## src/cpu_regs_pkg.sv

```systemverilog
package cpu_regs_pkg;

  // Operations issued by the sequencer, one per enabled cycle
  typedef enum logic [4:0] {
    OP_NOP   = 5'h00,
    OP_ADD   = 5'h01,
    OP_ADC   = 5'h02,
    OP_SUB   = 5'h03,
    OP_SBC   = 5'h04,
    OP_AND   = 5'h05,
    OP_OR    = 5'h06,
    OP_XOR   = 5'h07,
    OP_LD    = 5'h08,
    OP_SHL   = 5'h09,
    OP_SHR   = 5'h0A,
    OP_ROL   = 5'h0B,
    OP_ROR   = 5'h0C,
    OP_BTST  = 5'h0D,
    OP_SCF   = 5'h0E,
    OP_RCF   = 5'h0F,
    OP_RIM   = 5'h10,
    OP_SIM   = 5'h11,
    OP_HALT  = 5'h12,
    OP_WFI   = 5'h13,
    OP_POPCC = 5'h14,
    OP_INTERRUPT_RETURN_INSTR  = 5'h15
  } op_t;

  // Branch conditions, H, N, Z and C each in both senses
  typedef enum logic [2:0] {
    BR_HALF    = 3'h0,
    BR_NO_HALF = 3'h1,
    BR_MINUS   = 3'h2,
    BR_PLUS    = 3'h3,
    BR_EQUAL   = 3'h4,
    BR_NEQUAL  = 3'h5,
    BR_CARRY   = 3'h6,
    BR_NCARRY  = 3'h7
  } cond_t;

  // Flag positions in condition_flags
  localparam int unsigned BIT_C  = 0;
  localparam int unsigned BIT_Z  = 1;
  localparam int unsigned BIT_N  = 2;
  localparam int unsigned BIT_I0 = 3;
  localparam int unsigned BIT_H  = 4;
  localparam int unsigned BIT_I1 = 5;

  // Reset and fixed values
  localparam logic [7:0] CC_RESET = 8'hE8;
  localparam logic [7:0] CC_FIXED = 8'hC0;
  localparam logic [7:0] SP_HIGH  = 8'h01;
  localparam logic [7:0] SP_RESET = 8'hFF;

  // Priority encodings {high, low}
  localparam logic [1:0] PRIO_LEVEL0 = 2'h2;
  localparam logic [1:0] PRIO_LEVEL3 = 2'h3;

endpackage

```

## src/alu8.sv

```systemverilog
`timescale 1ns/1ps
module alu8 (
  // Operation and operands
  input  wire cpu_regs_pkg::op_t op,
  input  wire logic [7:0]        a,
  input  wire logic [7:0]        b,
  input  wire logic              cin,
  // Results
  output logic [7:0]             res,
  output logic                   cout,
  output logic                   hout
);

  // One combinational stage; flags chosen by the caller
  always_comb begin
    logic [8:0] sum;
    logic [4:0] nib;
    sum  = 9'h000;
    nib  = 5'h00;
    res  = b;
    cout = cin;
    hout = 1'b0;
    case (op)
      cpu_regs_pkg::OP_ADD, cpu_regs_pkg::OP_ADC: begin
        sum  = {1'b0, a} + {1'b0, b} + {8'h00, cin && op == cpu_regs_pkg::OP_ADC};
        nib  = {1'b0, a[3:0]} + {1'b0, b[3:0]} + {4'h0, cin && op == cpu_regs_pkg::OP_ADC};
        res  = sum[7:0];
        cout = sum[8];
        hout = nib[4];
      end
      cpu_regs_pkg::OP_SUB, cpu_regs_pkg::OP_SBC: begin
        // Borrow lands in bit 8
        sum  = {1'b0, a} - {1'b0, b} - {8'h00, cin && op == cpu_regs_pkg::OP_SBC};
        res  = sum[7:0];
        cout = sum[8];
      end
      cpu_regs_pkg::OP_AND: res = a & b;
      cpu_regs_pkg::OP_OR:  res = a | b;
      cpu_regs_pkg::OP_XOR: res = a ^ b;
      cpu_regs_pkg::OP_SHL: begin
        res  = {a[6:0], 1'b0};
        cout = a[7];
      end
      cpu_regs_pkg::OP_SHR: begin
        res  = {1'b0, a[7:1]};
        cout = a[0];
      end
      cpu_regs_pkg::OP_ROL: begin
        res  = {a[6:0], cin};
        cout = a[7];
      end
      cpu_regs_pkg::OP_ROR: begin
        res  = {cin, a[7:1]};
        cout = a[0];
      end
      default: res = b;
    endcase
  end

endmodule

```

## src/cpu_core_registers_and_flags.sv

```systemverilog
// Overview of operation
// - Eight-bit accumulator feeds and receives ALU operations and data moves.
// - Two eight-bit index registers; the prefix input selects the second one.
// - Interrupt entry and return never change the second index register.
// - Sixteen-bit program counter built from separate low and high byte registers.
// - A sixteen-bit stack pointer sits beside the other registers.
// - Core registers have no memory address; only operations reach them.
// - Flags reset to 111x1xxx; bits 7 and 6 always read one.
// - Flags can be pushed, popped, and each bit tested or controlled.
// - Add operations set half-carry on carry from bit 3 into bit 4.
// - Negative flag copies bit 7 of the last result.
// - Zero flag is set when the last result is zero, else cleared.
// - Carry reflects overflow or borrow; bit test, shifts and rotates update it.
// - Set-carry and reset-carry operations force carry to one or zero.
// - Branch conditions test the H, N, Z and C flags in both senses.
// - Priority bits 5 and 3: 10 level 0, 01 level 1, 00 level 2, 11 off.
// - Interrupt entry loads priority bits from the serviced source's priority.
// - Enable, disable, return, halt, wait and flag pop also change priority.
`timescale 1ns/1ps
module cpu_core_registers_and_flags (
  // Clock, reset, enable
  input  wire logic                clk_sys,
  input  wire logic                arst_n,
  input  wire logic                clk_en,
  // Operation issue
  input  wire logic                op_valid,
  input  wire cpu_regs_pkg::op_t   op_code,
  input  wire logic                dest_index,
  input  wire logic                index_prefix,
  input  wire logic [7:0]          operand,
  input  wire logic [2:0]          bit_sel,
  // Interrupt entry
  input  wire logic                int_entry,
  input  wire logic [1:0]          int_prio,
  // Program counter control
  input  wire logic                pc_step,
  input  wire logic                pc_load,
  input  wire logic [15:0]         pc_target,
  // Stack pointer control
  input  wire logic                sp_push,
  input  wire logic                sp_pop,
  input  wire logic                sp_reset,
  // Branch test
  input  wire cpu_regs_pkg::cond_t branch_cond,
  output logic                     branch_taken,
  // Register views
  output logic [7:0]               accumulator,
  output logic [7:0]               index_x,
  output logic [7:0]               index_y,
  output logic [15:0]              program_counter,
  output logic [15:0]              stack_pointer,
  output logic [7:0]               condition_flags
);

  logic [7:0] acc_q, acc_d;
  logic [7:0] ix_q, ix_d;
  logic [7:0] iy_q, iy_d;
  logic [7:0] pcl_q, pcl_d;
  logic [7:0] pch_q, pch_d;
  logic [7:0] spl_q, spl_d;
  logic [7:0] cc_q, cc_d;
  logic [7:0] dst_val;
  logic [7:0] alu_res;
  logic       alu_c;
  logic       alu_h;
  logic       do_op;

  // Operations only count on enabled cycles; entry preempts them
  assign do_op = clk_en && op_valid && !int_entry;

  // Operand A is the addressed destination
  always_comb begin
    if (!dest_index) begin
      dst_val = acc_q;
    end else if (index_prefix) begin
      dst_val = iy_q;
    end else begin
      dst_val = ix_q;
    end
  end

  alu8 u_alu (
    .op   (op_code),
    .a    (dst_val),
    .b    (operand),
    .cin  (cc_q[cpu_regs_pkg::BIT_C]),
    .res  (alu_res),
    .cout (alu_c),
    .hout (alu_h)
  );

  // Data registers: no address decode exists, only operations write them
  always_comb begin
    logic wr;
    wr   = 1'b0;
    acc_d = acc_q;
    ix_d  = ix_q;
    iy_d  = iy_q;
    if (do_op) begin
      case (op_code)
        cpu_regs_pkg::OP_ADD, cpu_regs_pkg::OP_ADC, cpu_regs_pkg::OP_SUB,
        cpu_regs_pkg::OP_SBC, cpu_regs_pkg::OP_AND, cpu_regs_pkg::OP_OR,
        cpu_regs_pkg::OP_XOR, cpu_regs_pkg::OP_LD, cpu_regs_pkg::OP_SHL,
        cpu_regs_pkg::OP_SHR, cpu_regs_pkg::OP_ROL,
        cpu_regs_pkg::OP_ROR: wr = 1'b1;
        default:               wr = 1'b0;
      endcase
    end
    // Return pops only flags here, so Y stays put
    if (wr && !dest_index) begin
      acc_d = alu_res;
    end else if (wr && index_prefix) begin
      iy_d = alu_res;
    end else if (wr) begin
      ix_d = alu_res;
    end
  end

  always_ff @(posedge clk_sys or negedge arst_n) begin
    if (!arst_n) begin
      acc_q <= 8'h00;
      ix_q  <= 8'h00;
      iy_q  <= 8'h00;
    end else if (clk_en) begin
      acc_q <= acc_d;
      ix_q  <= ix_d;
      iy_q  <= iy_d;
    end
  end

  // Program counter as two byte registers; load beats step
  always_comb begin
    logic [15:0] inc;
    inc   = {pch_q, pcl_q} + 16'h0001;
    pcl_d = pcl_q;
    pch_d = pch_q;
    if (pc_load) begin
      pcl_d = pc_target[7:0];
      pch_d = pc_target[15:8];
    end else if (pc_step) begin
      pcl_d = inc[7:0];
      pch_d = inc[15:8];
    end
  end

  always_ff @(posedge clk_sys or negedge arst_n) begin
    if (!arst_n) begin
      pcl_q <= 8'h00;
      pch_q <= 8'h00;
    end else if (clk_en) begin
      pcl_q <= pcl_d;
      pch_q <= pch_d;
    end
  end

  // Stack low byte wraps silently; high byte is hardwired
  always_comb begin
    spl_d = spl_q;
    if (sp_reset) begin
      spl_d = cpu_regs_pkg::SP_RESET;
    end else if (sp_push && !sp_pop) begin
      spl_d = spl_q - 8'h01;
    end else if (sp_pop && !sp_push) begin
      spl_d = spl_q + 8'h01;
    end
  end

  always_ff @(posedge clk_sys or negedge arst_n) begin
    if (!arst_n) begin
      spl_q <= cpu_regs_pkg::SP_RESET;
    end else if (clk_en) begin
      spl_q <= spl_d;
    end
  end

  // Condition flags; untouched bits ride through from cc_q
  always_comb begin
    cc_d = cc_q;
    if (clk_en && int_entry) begin
      cc_d[cpu_regs_pkg::BIT_I1] = int_prio[1];
      cc_d[cpu_regs_pkg::BIT_I0] = int_prio[0];
    end else if (do_op) begin
      case (op_code)
        cpu_regs_pkg::OP_ADD, cpu_regs_pkg::OP_ADC: begin
          cc_d[cpu_regs_pkg::BIT_H] = alu_h;
          cc_d[cpu_regs_pkg::BIT_N] = alu_res[7];
          cc_d[cpu_regs_pkg::BIT_Z] = alu_res == 8'h00;
          cc_d[cpu_regs_pkg::BIT_C] = alu_c;
        end
        cpu_regs_pkg::OP_SUB, cpu_regs_pkg::OP_SBC,
        cpu_regs_pkg::OP_SHL, cpu_regs_pkg::OP_SHR,
        cpu_regs_pkg::OP_ROL, cpu_regs_pkg::OP_ROR: begin
          cc_d[cpu_regs_pkg::BIT_N] = alu_res[7];
          cc_d[cpu_regs_pkg::BIT_Z] = alu_res == 8'h00;
          cc_d[cpu_regs_pkg::BIT_C] = alu_c;
        end
        cpu_regs_pkg::OP_AND, cpu_regs_pkg::OP_OR,
        cpu_regs_pkg::OP_XOR, cpu_regs_pkg::OP_LD: begin
          cc_d[cpu_regs_pkg::BIT_N] = alu_res[7];
          cc_d[cpu_regs_pkg::BIT_Z] = alu_res == 8'h00;
        end
        cpu_regs_pkg::OP_BTST: cc_d[cpu_regs_pkg::BIT_C] = operand[bit_sel];
        cpu_regs_pkg::OP_SCF:  cc_d[cpu_regs_pkg::BIT_C] = 1'b1;
        cpu_regs_pkg::OP_RCF:  cc_d[cpu_regs_pkg::BIT_C] = 1'b0;
        // Halt and wait re-enable interrupts at main level
        cpu_regs_pkg::OP_RIM, cpu_regs_pkg::OP_HALT, cpu_regs_pkg::OP_WFI: begin
          cc_d[cpu_regs_pkg::BIT_I1] = cpu_regs_pkg::PRIO_LEVEL0[1];
          cc_d[cpu_regs_pkg::BIT_I0] = cpu_regs_pkg::PRIO_LEVEL0[0];
        end
        cpu_regs_pkg::OP_SIM: begin
          cc_d[cpu_regs_pkg::BIT_I1] = cpu_regs_pkg::PRIO_LEVEL3[1];
          cc_d[cpu_regs_pkg::BIT_I0] = cpu_regs_pkg::PRIO_LEVEL3[0];
        end
        cpu_regs_pkg::OP_POPCC, cpu_regs_pkg::OP_INTERRUPT_RETURN_INSTR: cc_d = operand;
        default: cc_d = cc_q;
      endcase
    end
    cc_d = cc_d | cpu_regs_pkg::CC_FIXED;
  end

  // Undefined reset bits are given zero
  always_ff @(posedge clk_sys or negedge arst_n) begin
    if (!arst_n) begin
      cc_q <= cpu_regs_pkg::CC_RESET;
    end else if (clk_en) begin
      cc_q <= cc_d;
    end
  end

  // Branch test is combinational so the sequencer can redirect at once
  always_comb begin
    case (branch_cond)
      cpu_regs_pkg::BR_HALF:    branch_taken = cc_q[cpu_regs_pkg::BIT_H];
      cpu_regs_pkg::BR_NO_HALF: branch_taken = !cc_q[cpu_regs_pkg::BIT_H];
      cpu_regs_pkg::BR_MINUS:   branch_taken = cc_q[cpu_regs_pkg::BIT_N];
      cpu_regs_pkg::BR_PLUS:    branch_taken = !cc_q[cpu_regs_pkg::BIT_N];
      cpu_regs_pkg::BR_EQUAL:   branch_taken = cc_q[cpu_regs_pkg::BIT_Z];
      cpu_regs_pkg::BR_NEQUAL:  branch_taken = !cc_q[cpu_regs_pkg::BIT_Z];
      cpu_regs_pkg::BR_CARRY:   branch_taken = cc_q[cpu_regs_pkg::BIT_C];
      default:                  branch_taken = !cc_q[cpu_regs_pkg::BIT_C];
    endcase
  end

  // Register views straight from flip-flops, except the hardwired stack high byte
  assign accumulator     = acc_q;
  assign index_x         = ix_q;
  assign index_y         = iy_q;
  assign program_counter = {pch_q, pcl_q};
  assign stack_pointer   = {cpu_regs_pkg::SP_HIGH, spl_q};
  assign condition_flags = cc_q;

  // Checks
  logic is_add;
  logic nib_carry;
  logic xor_zero;
  assign is_add    = do_op && (op_code == cpu_regs_pkg::OP_ADD);
  assign nib_carry = ({1'b0, dst_val[3:0]} + {1'b0, operand[3:0]}) > 5'h0F;
  // Own reckoning of the xor result, so any destination is covered
  assign xor_zero  = (dst_val ^ operand) == 8'h00;
endmodule

```

## config.mk

```make
export PLATFORM = sky130hd
export DESIGN_NAME = cpu_core_registers_and_flags
export DESIGN_NICKNAME = d
export VERILOG_FILES = /design/src/cpu_regs_pkg.sv /design/src/alu8.sv /design/src/cpu_core_registers_and_flags.sv
export SDC_FILE = /design/constraint.sdc
export NUM_CORES = 1
export LEC_CHECK = 0
export ABC_AREA = 1
export BUFFER_PORTS_ARGS = -buffer_cell sky130_fd_sc_hd__buf_2
export CORE_ASPECT_RATIO = 1.2
export CORE_MARGIN = 2
export CORE_UTILIZATION = 30
export DETAILED_ROUTE_END_ITERATION = 8
export SYNTH_ARGS = -nofsm -noshare
export SYNTH_HDL_FRONTEND = slang
export SYNTH_SLANG_ARGS = --single-unit
```

## constraint.sdc

```tcl
create_clock -name clk_sys -period 3.1 [get_ports clk_sys]
set_input_delay 0.93 -clock clk_sys [delete_from_list [all_inputs] [get_ports clk_sys]]
set_output_delay 0.93 -clock clk_sys [all_outputs]
set_load 0.01 [all_outputs]
```

; Word level (Yosys, flattened, before mapping)
; Memories as Yosys holds them, arrays and structs flattened.
; Index checks and enable logic that the tools add are counted.
[word_totals]
memories = 1
output_inout_bits = 65
wordCells = 126
romBits = 16
inputBits = 49
ff_bits = 54
[mem_list]
columns = memory, depth, word_bits, read_ports, rd_ports_with_merged_regs, wr, line
row1 = (no name shown), 16, 1, 1, 0, 0, cpu_core_registers_and_flags.sv:100  ; case (op_code)
[classes]
muxes = 24
n_bitwise = 6
order_cmp = 1
eq_ne = 28
n_addsub = 9
n_reduce_logical = 46
[ops]
columns = cell, n
row1 = two-way mux 8 bit, 9
row2 = case mux 8 bit (9 select lines), 1
row3 = == test 5 x 4 -> 1 bit (second input constant), 8
row4 = == test 5 bit (second input constant), 6
row5 = == test 5 x 3 -> 1 bit (second input constant), 4
row6 = adder 16 x 1 -> 16 bit (second input constant), 1
row7 = AND reduction 4 bit, 3
row8 = OR reduction 12 bit, 1
row9 = == test 5 x 2 -> 1 bit (second input constant), 2
row10 = OR reduction 2 bit, 5
row11 = adder 8 x 8 -> 9 bit, 1
row12 = adder 9 x 1 -> 9 bit, 1
row13 = == test 3 bit (second input constant), 3
row14 = logical AND 1 bit, 9
row15 = AND reduction 3 bit, 3
row16 = subtractor 8 x 8 -> 9 bit, 1
row17 = subtractor 9 x 1 -> 9 bit, 1
row18 = adder 8 x 1 -> 8 bit (second input constant), 1
row19 = bitwise AND 8 bit, 1
row20 = logical NOT 1 bit, 8
row21 = logical NOT 8 bit, 1
row22 = bitwise OR 8 bit, 1
row23 = nonzero test 2 bit, 4
row24 = OR reduction 8 bit, 1
row25 = 27 further kinds, 38

; Depth between registers and ports, before layout
; Gate-level depths: netlist of run 1.
[depth]
depth_word = 9
mapped_depth = 21
mapped_depth_nobuf = 21

; Hierarchy
; Synthesis of run 1 repeated with hierarchy kept, for this count alone.
[unflattened]
cells_unflattened = 815
area_unflattened_um2 = 5320.1
[by_module_without_submodules]
columns = mod, n_inst, cells_each, area_per_inst_um2, seq_area_each_um2
row1 = cpu_core_registers_and_flags, 1, 502, 3614.7, 1363.8
row2 = alu8, 1, 313, 1705.4, 0.0

; Least setup slack after synthesis of run 1
; Ideal clock, no wire load.
[synth_timing]
path_kind = input-to-reg
startpoint = input dest_index
endpoint = register cc_q[1], in the netlist condition_flags[1]
arrival_time_ns = 3.069
setup_ns = 0.073
path_slack_ns = -0.042
path_buffers = 0
stages = 18
t_required_ns = 3.027
cell_sequence = inv_2 nor2_2 nand2_1 nand3_1 inv_1 ha_1 ha_1 nand2_1 o21a_1 nand2_1 nand3_1 nand2_1 nand2_1 nand3_1 nand3_1 nand2_1 nand3_1 a21oi_2
[synth_via]
elab_chain_len = 6
word_cells_on_any_way = 11
cone_classes = add/sub: 4 / mux: 3 / bitwise: 3 / reduce/logical: 1
[synth_lines]
columns = element, line
row1 = from (decl), cpu_core_registers_and_flags.sv:28  ; input wire logic dest_index,
row2 = two-way mux 8 bit (*), cpu_core_registers_and_flags.sv:73  ; if (!dest_index) begin
row3 = subtractor 8 x 8 -> 9 bit or adder 8 x 8 -> 9 bit (tied branches), "alu8.sv:33, alu8.sv:25"
row4 = subtractor 9 x 1 -> 9 bit or adder 9 x 1 -> 9 bit (tied branches), "alu8.sv:33, alu8.sv:25"
row5 = case mux 8 bit (9 select lines) (*), alu8.sv:23  ; case (op)
row6 = logical NOT 8 bit (*), "cpu_core_registers_and_flags.sv:187, cpu_core_registers_and_flags.sv:194, cpu_core_registers_and_flags.sv:200"
row7 = case mux 2 bit (2 select lines) (*), cpu_core_registers_and_flags.sv:183  ; case (op_code)
row8 = to (signal assigned), cpu_core_registers_and_flags.sv:224  ; cc_q <= cpu_regs_pkg::CC_RESET;
row9 = to (decl), cpu_core_registers_and_flags.sv:61  ; logic [7:0] cc_q, cc_d;
; Every way passes the cells marked *; elsewhere a longest branch is shown, timed or not.
; A chain may end at the register's enable or synchronous reset.

; Worst setup path after layout of run 1
[layout_timing]
startpoint = input index_prefix
endpoint = register ix_q[2], in the netlist index_x[2]
[layout_via]
elab_chain_len = 5
word_cells_on_any_way = 13
cone_classes = add/sub: 4 / mux: 3 / bitwise: 4 / reduce/logical: 2
[layout_lines]
columns = element, line
row1 = from (decl), cpu_core_registers_and_flags.sv:29  ; input wire logic index_prefix,
row2 = two-way mux 8 bit, cpu_core_registers_and_flags.sv:75  ; end else if (index_prefix) begin
row3 = two-way mux 8 bit, cpu_core_registers_and_flags.sv:73
row4 = subtractor 8 x 8 -> 9 bit or adder 8 x 8 -> 9 bit (tied branches), "alu8.sv:33, alu8.sv:25"
row5 = subtractor 9 x 1 -> 9 bit or adder 9 x 1 -> 9 bit (tied branches), "alu8.sv:33, alu8.sv:25"
row6 = case mux 8 bit (9 select lines), alu8.sv:23
row7 = to (signal assigned), cpu_core_registers_and_flags.sv:126  ; ix_q <= ix_d;
row8 = to (decl), cpu_core_registers_and_flags.sv:56  ; logic [7:0] ix_q, ix_d;
; Several ways; a longest one is shown, not always the timed one.

==> impl_metrics.ini, run 1 <==
[run_status]
status = complete, no violations

[final_layout]
drive_gt1_frac = 0.327
fin_util = 0.423
multi_input_area_mm2 = 0.00324
layout.cells.non_filler = 1146
regArea_mm2 = 0.00136
nFillCells = 1704
num_antenna_cells = 0
final_common_cell = nand2_1
design_area_mm2 = 0.00681
final_cell_mix = nand2_1 (199), buf_4 (104), buf_2 (100)
syn2layout_area_growth_pct = 39.6
final_nets = 1022

[yosys]
synth_top_area_share = 0.226
synth_compound_area_frac = 0.135
synthMuxAreaShare = 0.00231
ys_seq_area_frac = 0.280
syn-cell-area_mm2 = 0.00488
synth_top_family_by_area = simple AND/OR/NAND/NOR gates
postSynthAreaPerCell_um2 = 6.68
async_reset_ff_frac = 1.00
synth_adder_area_share = 0.110
synth.distinct_cells = 45
ys.flop_type = dfrtp_1
yosys.area_share.simple = 0.333
syn_inst = 730
synthXorXnorAreaFrac = 0.0269
synth_top_cell_by_area = dfrtp_1
ys_ff_latch = 54
yosysWarnings = 0
synth_top_cells_by_area = dfrtp_1 (23%), nand2_1 (16%), ha_1 (9.0%)
synth-edff-count = 0

[floorplan]
fp.dieH_um = 144
initial_utilization = 0.303
placement_rows = 51
ios = 114
die_w_um = 120
dieArea_mm2 = 0.0173
core-area_mm2 = 0.0161

[cts]
cts_buffer_depth = 2
cts_tree = yes
clockRootBuffer = clkbuf_16
clk_latency_ps = 300
htreeDepth = 2
cts_num_sinks = 54
clk_transition_reported_paths_ps = 70
cts_made_buffers = 5

[place]
finalWeightedCongestion = 0.969
place_area_mm2 = 0.00619
port_buffers = 103
place_ws_ps = -425
hpwl_um = 13400
placedCellCount = 1113

[drt]
drt-total-wl_um = 17000
ant_nets = 0
vias = 5527
drc = 0
drt-initial-drc-count = 354
vias_per_cell = 4.82
wl_per_cell_um = 14.8
first_pass_iters = 5

[sta]
finalCritPeriodShare = 0.986
rsz0062_at_grt = yes
maxSlewHeadroom = 0.509
fin_skew_ps = 7.05
post-route-min-period_ps = 3060
tightest_slew_ps = 736
hold_viol_final = 0
drv_slew = 0
max_freq_ghz = 0.327
setup_slack_ps = 42.7
finalSetupTns_ps = 0
setup_viol = 0

[global_route]
grt_overflow_total = 0
top_usage_layer = met2
grt_pass1_vias = 5394
grt_max_degree = 55
met3_usage = 0.0206
grt_first_pass_wirelength_um = 27200
antenna_found_initial = 0
grtUsageMet2 = 0.334
use_met1 = 0.255
grt_usage = 0.198

[power_and_ir_drop]
cellPowerDensity_mw_per_mm2 = 520
sw_frac_of_total = 0.405
p_sw_mw = 1.43
p_seq_frac = 0.303
pwr-share-clk = 0.185
intPower_mw = 2.11
combPwrFrac = 0.512
leakage_nw = 3.62
ir_drop_mv = 0.220

[worst_setup_path]
r2r_slack_ps = 310
cp.arrival_ps = 3250
end_kind = flop
required_ps = 3290
critPathMaxFanout = 4
critPathLaunch = index_prefix
r2r_end = index_x[2]
crit_path_end = index_x[2]
r2r.worst_path.cells = 13
start_kind = input port
critPathKind = input port to flop
reg2reg_from = condition_flags[0]

[run]
maxCapViolCount = 0

[min_path]
worstHoldPathType = flop to flop
## flip-flops by register name, summed over array words and instances (netlist names)
name	flops
index_x	8
spl_q	8
condition_flags	6
accumulator	8
index_y	8
pch_q	8
pcl_q	8
## per-layer routing
metal | up-vias | routed length [um] | part of all wire
li1 | 2739 | - | -
met2 | 201 | 8150 | 0.48
met1 | 2545 | 7410 | 0.44
met5 | - | 0 | 0
met3 | 42 | 853 | 0.050
met4 | 0 | 591 | 0.035
## Yosys cell counts (all sizes together) (3+ instances only)
master and n:
a21oi 29, dfrtp 44, o211ai 5, o22ai 7, xnor2 3, clkbuf 7
or2 3, fa 5, nand4 13, nand3 58, a32o 4, o21ai 59
dfstp 10, nand3b 6, buf 15, nor3 5, ha 35, nand2 209
nor2 75, xor2 12, inv 109
## power by group through the flow
stage          logic (mW)  clock network, mW  registers [mW]
6_report             1.81              0.655            1.07
5_1_grt              2.02              0.701            1.10
4_1_cts              1.70              0.675            1.07
3_5_place_dp         1.63                  0            1.08
3_3_place_gp         1.62                  0            1.08
2_1_floorplan       0.893                  0            1.11
## kinds of logic after synthesis
| group | after synthesis |
|---|---|
| buf+inv | 131 |
| compound gates | 116 |
| other cells | 2 |
| fa+ha+maj | 40 |
| mux | 1 |
| simple gates | 371 |
| xor+xnor | 15 |
| flops | 54 |
## worst max-delay path, cell delays in order
cell	delay, ps
buf_4	140
nor2_4	150
nand2_2	80
nand3_4	100
buf_6	110
fa_2	200
inv_2	40
fa_2	360
buf_6	130
xor2_1	150
o21ai_1	70
nor2_1	140
nand3_1	110
buf_4	150
buf_6	110
mux2_4	260
## what timing repair did
item | in CTS | in global routing
buffers inserted | 20 | 5
hold buffers | 0 | 0
pin swaps | 10 | 20
endpoints found under the setup margin | 2 | 17
gates resized for setup | 19 | 48
## final cells by class
| class | count | share of cell area |
|---|---|---|
| multi-input combinational | 553 | 0.476 |
| sequential | 54 | 0.200 |
| timing repair buffer | 210 | 0.199 |
| inverter | 109 | 0.0612 |
| tap | 212 | 0.0390 |
| clock buffer | 7 | 0.0195 |
| clock inverter | 1 | 0.00441 |
## through the flow
stage                     power, mW  hold WS (ps)
after global placement         2.70           491
after CTS                      3.44           514
final                          3.54           513
after global routing           3.82           535
after floorplan                2.01           487
after detailed placement       2.71           501
## worst min path at each step
| stage | to | slack [ps] | depth (start not counted) | from |
|---|---|---|---|---|
| finish | condition_flags[3] | 510 | 2 | condition_flags[3] |
| global route | condition_flags[3] | 540 | 2 | condition_flags[3] |
| CTS | condition_flags[3] | 510 | 2 | condition_flags[3] |
| detailed placement | index_x[1] | 500 | 2 | index_x[1] |
| global placement | index_x[1] | 490 | 2 | index_x[1] |
| floorplan | condition_flags[3] | 490 | 2 | condition_flags[3] |
Note: power is estimated with default switching activity, not from simulation.
==> inputs of run 2 (changes only) <==
--- a/config.mk
+++ b/config.mk
@@ -7,10 +7,13 @@
 export LEC_CHECK = 0
 export ABC_AREA = 1
 export BUFFER_PORTS_ARGS = -buffer_cell sky130_fd_sc_hd__buf_2
+export CELL_PAD_IN_SITES_DETAIL_PLACEMENT = 0
+export CELL_PAD_IN_SITES_GLOBAL_PLACEMENT = 2
 export CORE_ASPECT_RATIO = 1.2
 export CORE_MARGIN = 2
-export CORE_UTILIZATION = 30
+export CORE_UTILIZATION = 29
 export DETAILED_ROUTE_END_ITERATION = 8
+export PLACE_DENSITY_LB_ADDON = 0.1
 export SYNTH_ARGS = -nofsm -noshare
 export SYNTH_HDL_FRONTEND = slang
 export SYNTH_SLANG_ARGS = --single-unit
==> run 2 against run 1 <==
Fmax is 1.3% higher. Non-clock buffer count is 7 lower. Flip-flop and latch count stayed put. Critical path depth is 2 higher. Worst hold slack worse by 23 ps. Critical path type unchanged.
==> impl_metrics.ini, run 2 (synthesis results as in run 1) <==
[global_route]
antenna_found_initial = 0
grt_usage = 0.203
grt_first_pass_wirelength_um = 28600
grt_pass1_vias = 5466
grt_max_degree = 55
grt_overflow_total = 0

[final_layout]
final_nets = 1015
final_common_cell = nand2_1
fin_util = 0.412
final_cell_mix = nand2_1 (199), buf_4 (99), buf_2 (98)
layout.cells.non_filler = 1139
drive_gt1_frac = 0.319
nFillCells = 1807
syn2layout_area_growth_pct = 38.1
num_antenna_cells = 0

[cts]
cts_num_sinks = 54
htreeDepth = 2
clk_transition_reported_paths_ps = 80
cts_made_buffers = 5
cts_tree = yes
clk_latency_ps = 310
cts_buffer_depth = 2
clockRootBuffer = clkbuf_16

[sta]
drv_slew = 0
setup_viol = 0
fin_skew_ps = 11.9
maxSlewHeadroom = 0.496
finalCritPeriodShare = 0.974
post-route-min-period_ps = 3020
rsz0062_at_grt = yes
max_freq_ghz = 0.331
whs_ps = 490
finalSetupTns_ps = 0
hold_viol_final = 0
tightest_slew_ps = 756

[drt]
vias_per_cell = 4.73
wl_per_cell_um = 15.8
first_pass_iters = 4
vias = 5385
drc = 0
ant_nets = 0
drt-initial-drc-count = 285
drt-total-wl_um = 17900

[worst_setup_path]
cp.arrival_ps = 3260
r2r.worst_path.cells = 15
start_kind = input port
r2r_slack_ps = 320
required_ps = 3340
end_kind = flop
cpMostUsedCell = buf_4
reg2reg_from = condition_flags[0]
slowest_delay_ps = 350
critPathMaxFanout = 5
critPathKind = input port to flop
critical_path.cell_chain = buf_12 -> inv_8 -> nor2_4 -> buf_4 -> buf_4 -> buf_4 -> nand2_1 -> nand3_2 -> inv_1 -> ha_1 -> ha_1 -> inv_1 -> nand4_1 -> nand3_1 -> nand4_1 -> a21oi_1 -> nand3_1 -> a21oi_2
cp_slowest_cell = ha_1
r2r_end = condition_flags[1]

[min_path]
hp-start = condition_flags[3]
hold_depth = 2
worstHoldPathType = flop to flop
min_to = condition_flags[3]

[run]
maxCapViolCount = 0

[floorplan]
ios = 114
fp.dieH_um = 146
placement_rows = 51
core-area_mm2 = 0.0163
die_w_um = 122
dieArea_mm2 = 0.0179
initial_utilization = 0.298

[power_and_ir_drop]
ir_drop_mv = 0.299
cellPowerDensity_mw_per_mm2 = 521
total_power_mw = 3.51
leakage_nw = 3.59

[place]
port_buffers = 103
finalWeightedCongestion = 0.937
hpwl_um = 14600
placedCellCount = 1124

[run_status]
status = complete, no violations
-- run 2: cell type report --
class	count	area, um2	area share
clock buffer	6	139	0.0206
clock inverter	2	16.3	0.00242
inverter	109	422	0.0626
multi-input combinational	553	3210	0.477
sequential	54	1360	0.203
tap	212	265	0.0394
timing repair buffer	203	1320	0.196
-- run 2: worst max path at each step --
stage                     slack, ps         start  cells after the start            endpoint
after floorplan                   5  index_prefix                     19  condition_flags[1]
after global placement         -620  index_prefix                     21  condition_flags[1]
after detailed placement       -610  index_prefix                     21  condition_flags[1]
after CTS                       -10    dest_index                     18  condition_flags[1]
after global routing            -70    op_code[3]                     18  condition_flags[1]
final                            80    dest_index                     18  condition_flags[1]
-- run 2: through the flow --
stage | worst slack [ps] | cell area [um2]
after floorplan | 5.42 | 4920
after detailed placement | -610 | 6260
after global routing | -66.9 | 6730
after global placement | -624 | 6260
final | 80.7 | 6730
after CTS | -9.91 | 6540
-- run 2: per-layer routing --
metal	wire length [um]	track usage
met5	0	0
met4	379	0.0529
met3	680	0.0289
met2	8830	0.346
met1	8060	0.268
-- run 2: power breakdown --
part	internal, mW	total (mW)	switching [mW]
registers	0.902	1.07	0.167
logic	0.814	1.82	1.01
clock network	0.326	0.615	0.289
total	2.04	3.51	1.46
-- run 2: critical path, delay by kind of cell --
family                     cells  cell delay (ps)
and+or+nand+nor                7              710
adders and majority gates      2              600
AOI/OAI and AO/OA              2              280
buffers and inverters          7              730
-- run 2: timing repair --
item | in CTS | in global routing
hold buffers | 0 | 0
resized for setup | 32 | 36
pin swaps | 15 | 17
endpoints found under the setup margin | 15 | 17
buffers inserted | 3 | 4
==> inputs of run 3 (changes only) <==
--- a/config.mk
+++ b/config.mk
@@ -10,7 +10,7 @@
 export CELL_PAD_IN_SITES_DETAIL_PLACEMENT = 0
 export CELL_PAD_IN_SITES_GLOBAL_PLACEMENT = 2
 export CORE_ASPECT_RATIO = 1.2
-export CORE_MARGIN = 2
+export CORE_MARGIN = 4
 export CORE_UTILIZATION = 29
 export DETAILED_ROUTE_END_ITERATION = 8
 export PLACE_DENSITY_LB_ADDON = 0.1
==> run 3 against run 2 <==
Sequential share of layout area is 0.21 points lower. Worst setup slack worse by 9.1 ps. Critical path depth is 3 higher.
==> impl_metrics.ini, run 3 (synthesis results as in run 1) <==
[run_status]
status = complete, no violations

[final_layout]
final_common_cell = nand2_1
final_cell_mix = nand2_1 (197), buf_2 (100), buf_4 (96)
drive_gt1_frac = 0.329
nFillCells = 1715
multi_input_area_mm2 = 0.00328
num_antenna_cells = 0
syn2layout_area_growth_pct = 39.5
fin_util = 0.415
final_nets = 1013
layout.cells.non_filler = 1137
regArea_mm2 = 0.00136

[sta]
tightest_slew_ps = 757
whs_ps = 486
setup_viol = 0
finalCritPeriodShare = 0.977
rsz0062_at_grt = yes
max_freq_ghz = 0.330
setup_slack_ps = 71.6
fin_skew_ps = 8.45
maxSlewHeadroom = 0.495
post-route-min-period_ps = 3030
drv_slew = 0
hold_viol_final = 0

[cts]
cts_num_sinks = 54
cts_made_buffers = 5
cts_buffer_depth = 2
clk_latency_ps = 300
htreeDepth = 2
ctsHoldBuffers = 0
cts_tree = yes
clk_transition_reported_paths_ps = 80
clockRootBuffer = clkbuf_16

[power_and_ir_drop]
sw_frac_of_total = 0.400
combPwrFrac = 0.500
p_sw_mw = 1.47
cellPowerDensity_mw_per_mm2 = 541
ir_drop_mv = 0.268
p_seq_frac = 0.289
intPower_mw = 2.21
leakage_nw = 3.60
pwr-share-clk = 0.211

[worst_setup_path]
critPathMaxFanout = 6
required_ps = 3330
start_kind = input port
end_kind = flop
cp.arrival_ps = 3260
critPathKind = input port to flop

[floorplan]
fp.dieH_um = 150
initial_utilization = 0.297
dieArea_mm2 = 0.0190
ios = 114
die_w_um = 126
core-area_mm2 = 0.0164
placement_rows = 51

[drt]
first_pass_iters = 5
vias = 5418
drt-initial-drc-count = 246
drt-total-wl_um = 18200
ant_nets = 0
drc = 0
vias_per_cell = 4.77
wl_per_cell_um = 16.0

[min_path]
worstHoldPathType = flop to flop

[global_route]
grt_pass1_vias = 5347
grt_first_pass_wirelength_um = 28600
grt_max_degree = 55
grt_usage = 0.190
grt_overflow_total = 0
antenna_found_initial = 0

[place]
hpwl_um = 14500
port_buffers = 103
finalWeightedCongestion = 0.947
placedCellCount = 1124
place_ws_ps = -611

[run]
maxCapViolCount = 0
## run 3: cell count changes in the layout (fill, tap and decap cells not counted), sizes merged
cell / delta
buf: -3
clkinvlp: -1
inv: -1
clkbuf: +1
bufinv: +2
## run 3: critical path, cell delays in order
cell and delay [ps]:
buf_12 110, inv_6 60, nor2_4 50, nand2_2 80, nand3_4 100, buf_6 140, fa_2 400, inv_2 70
fa_2 220, inv_2 50, nand3_2 70, nand3_4 80, nor2_2 110, nor2_1 40, nand2_1 100, nand3_2 100
nor2_4 110, nand3_2 80, nor2_1 120, nand3_1 100, a21oi_2 140
## run 3: power groups by stage
| stage | Clock (mW) | Sequential, mW | Combinational, mW |
|---|---|---|---|
| 2_1_floorplan | 0 | 1.11 | 0.893 |
| 3_3_place_gp | 0 | 1.07 | 1.68 |
| 3_5_place_dp | 0 | 1.07 | 1.69 |
| 4_1_cts | 0.804 | 1.06 | 1.73 |
| 5_1_grt | 0.828 | 1.09 | 2.06 |
| 6_report | 0.777 | 1.06 | 1.84 |
## run 3: stage by stage
stage	total power, mW	area, um2	TNS [ps]
finish	3.68	6800	0
global route	3.98	6800	-100
CTS	3.60	6540	-10.4
detailed placement	2.76	6260	-7740
global placement	2.75	6260	-7050
floorplan	2.01	4920	0
## run 3: path summary, 6_finish.rpt
check                                   start                  to  slack, ps  cells after the start
setup / recovery                   dest_index  condition_flags[1]         70                     21
hold / removal             condition_flags[3]  condition_flags[3]        490                      2
setup reg to reg           condition_flags[0]  condition_flags[1]        380                     15
hold reg to reg            condition_flags[3]  condition_flags[3]        490                      2
max in group asynchronous              arst_n      accumulator[1]       1820                      2
min in group asynchronous              arst_n            pcl_q[7]        770                      2
## run 3: cell type report
cell class                 instances  area share
tap                              212      0.0390
sequential                        54       0.200
clock inverter                     2     0.00883
timing repair buffer             201       0.188
inverter                         109      0.0612
clock buffer                       6      0.0204
multi-input combinational        553       0.482
## run 3: layer usage
metal,GRT usage,vias to the layer above,share of wire
met2,0.335,111,0.50
met5,0,-,0
met1,0.249,2564,0.45
met4,0.0418,0,0.013
li1,-,2730,-
met3,0.0253,13,0.040
## run 3: repair_timing
action / CTS / global route
endpoints found under the setup margin: 12 / 22
resized for setup: 17 / 59
pin swaps: 7 / 26
setup buffers: 2 / 3
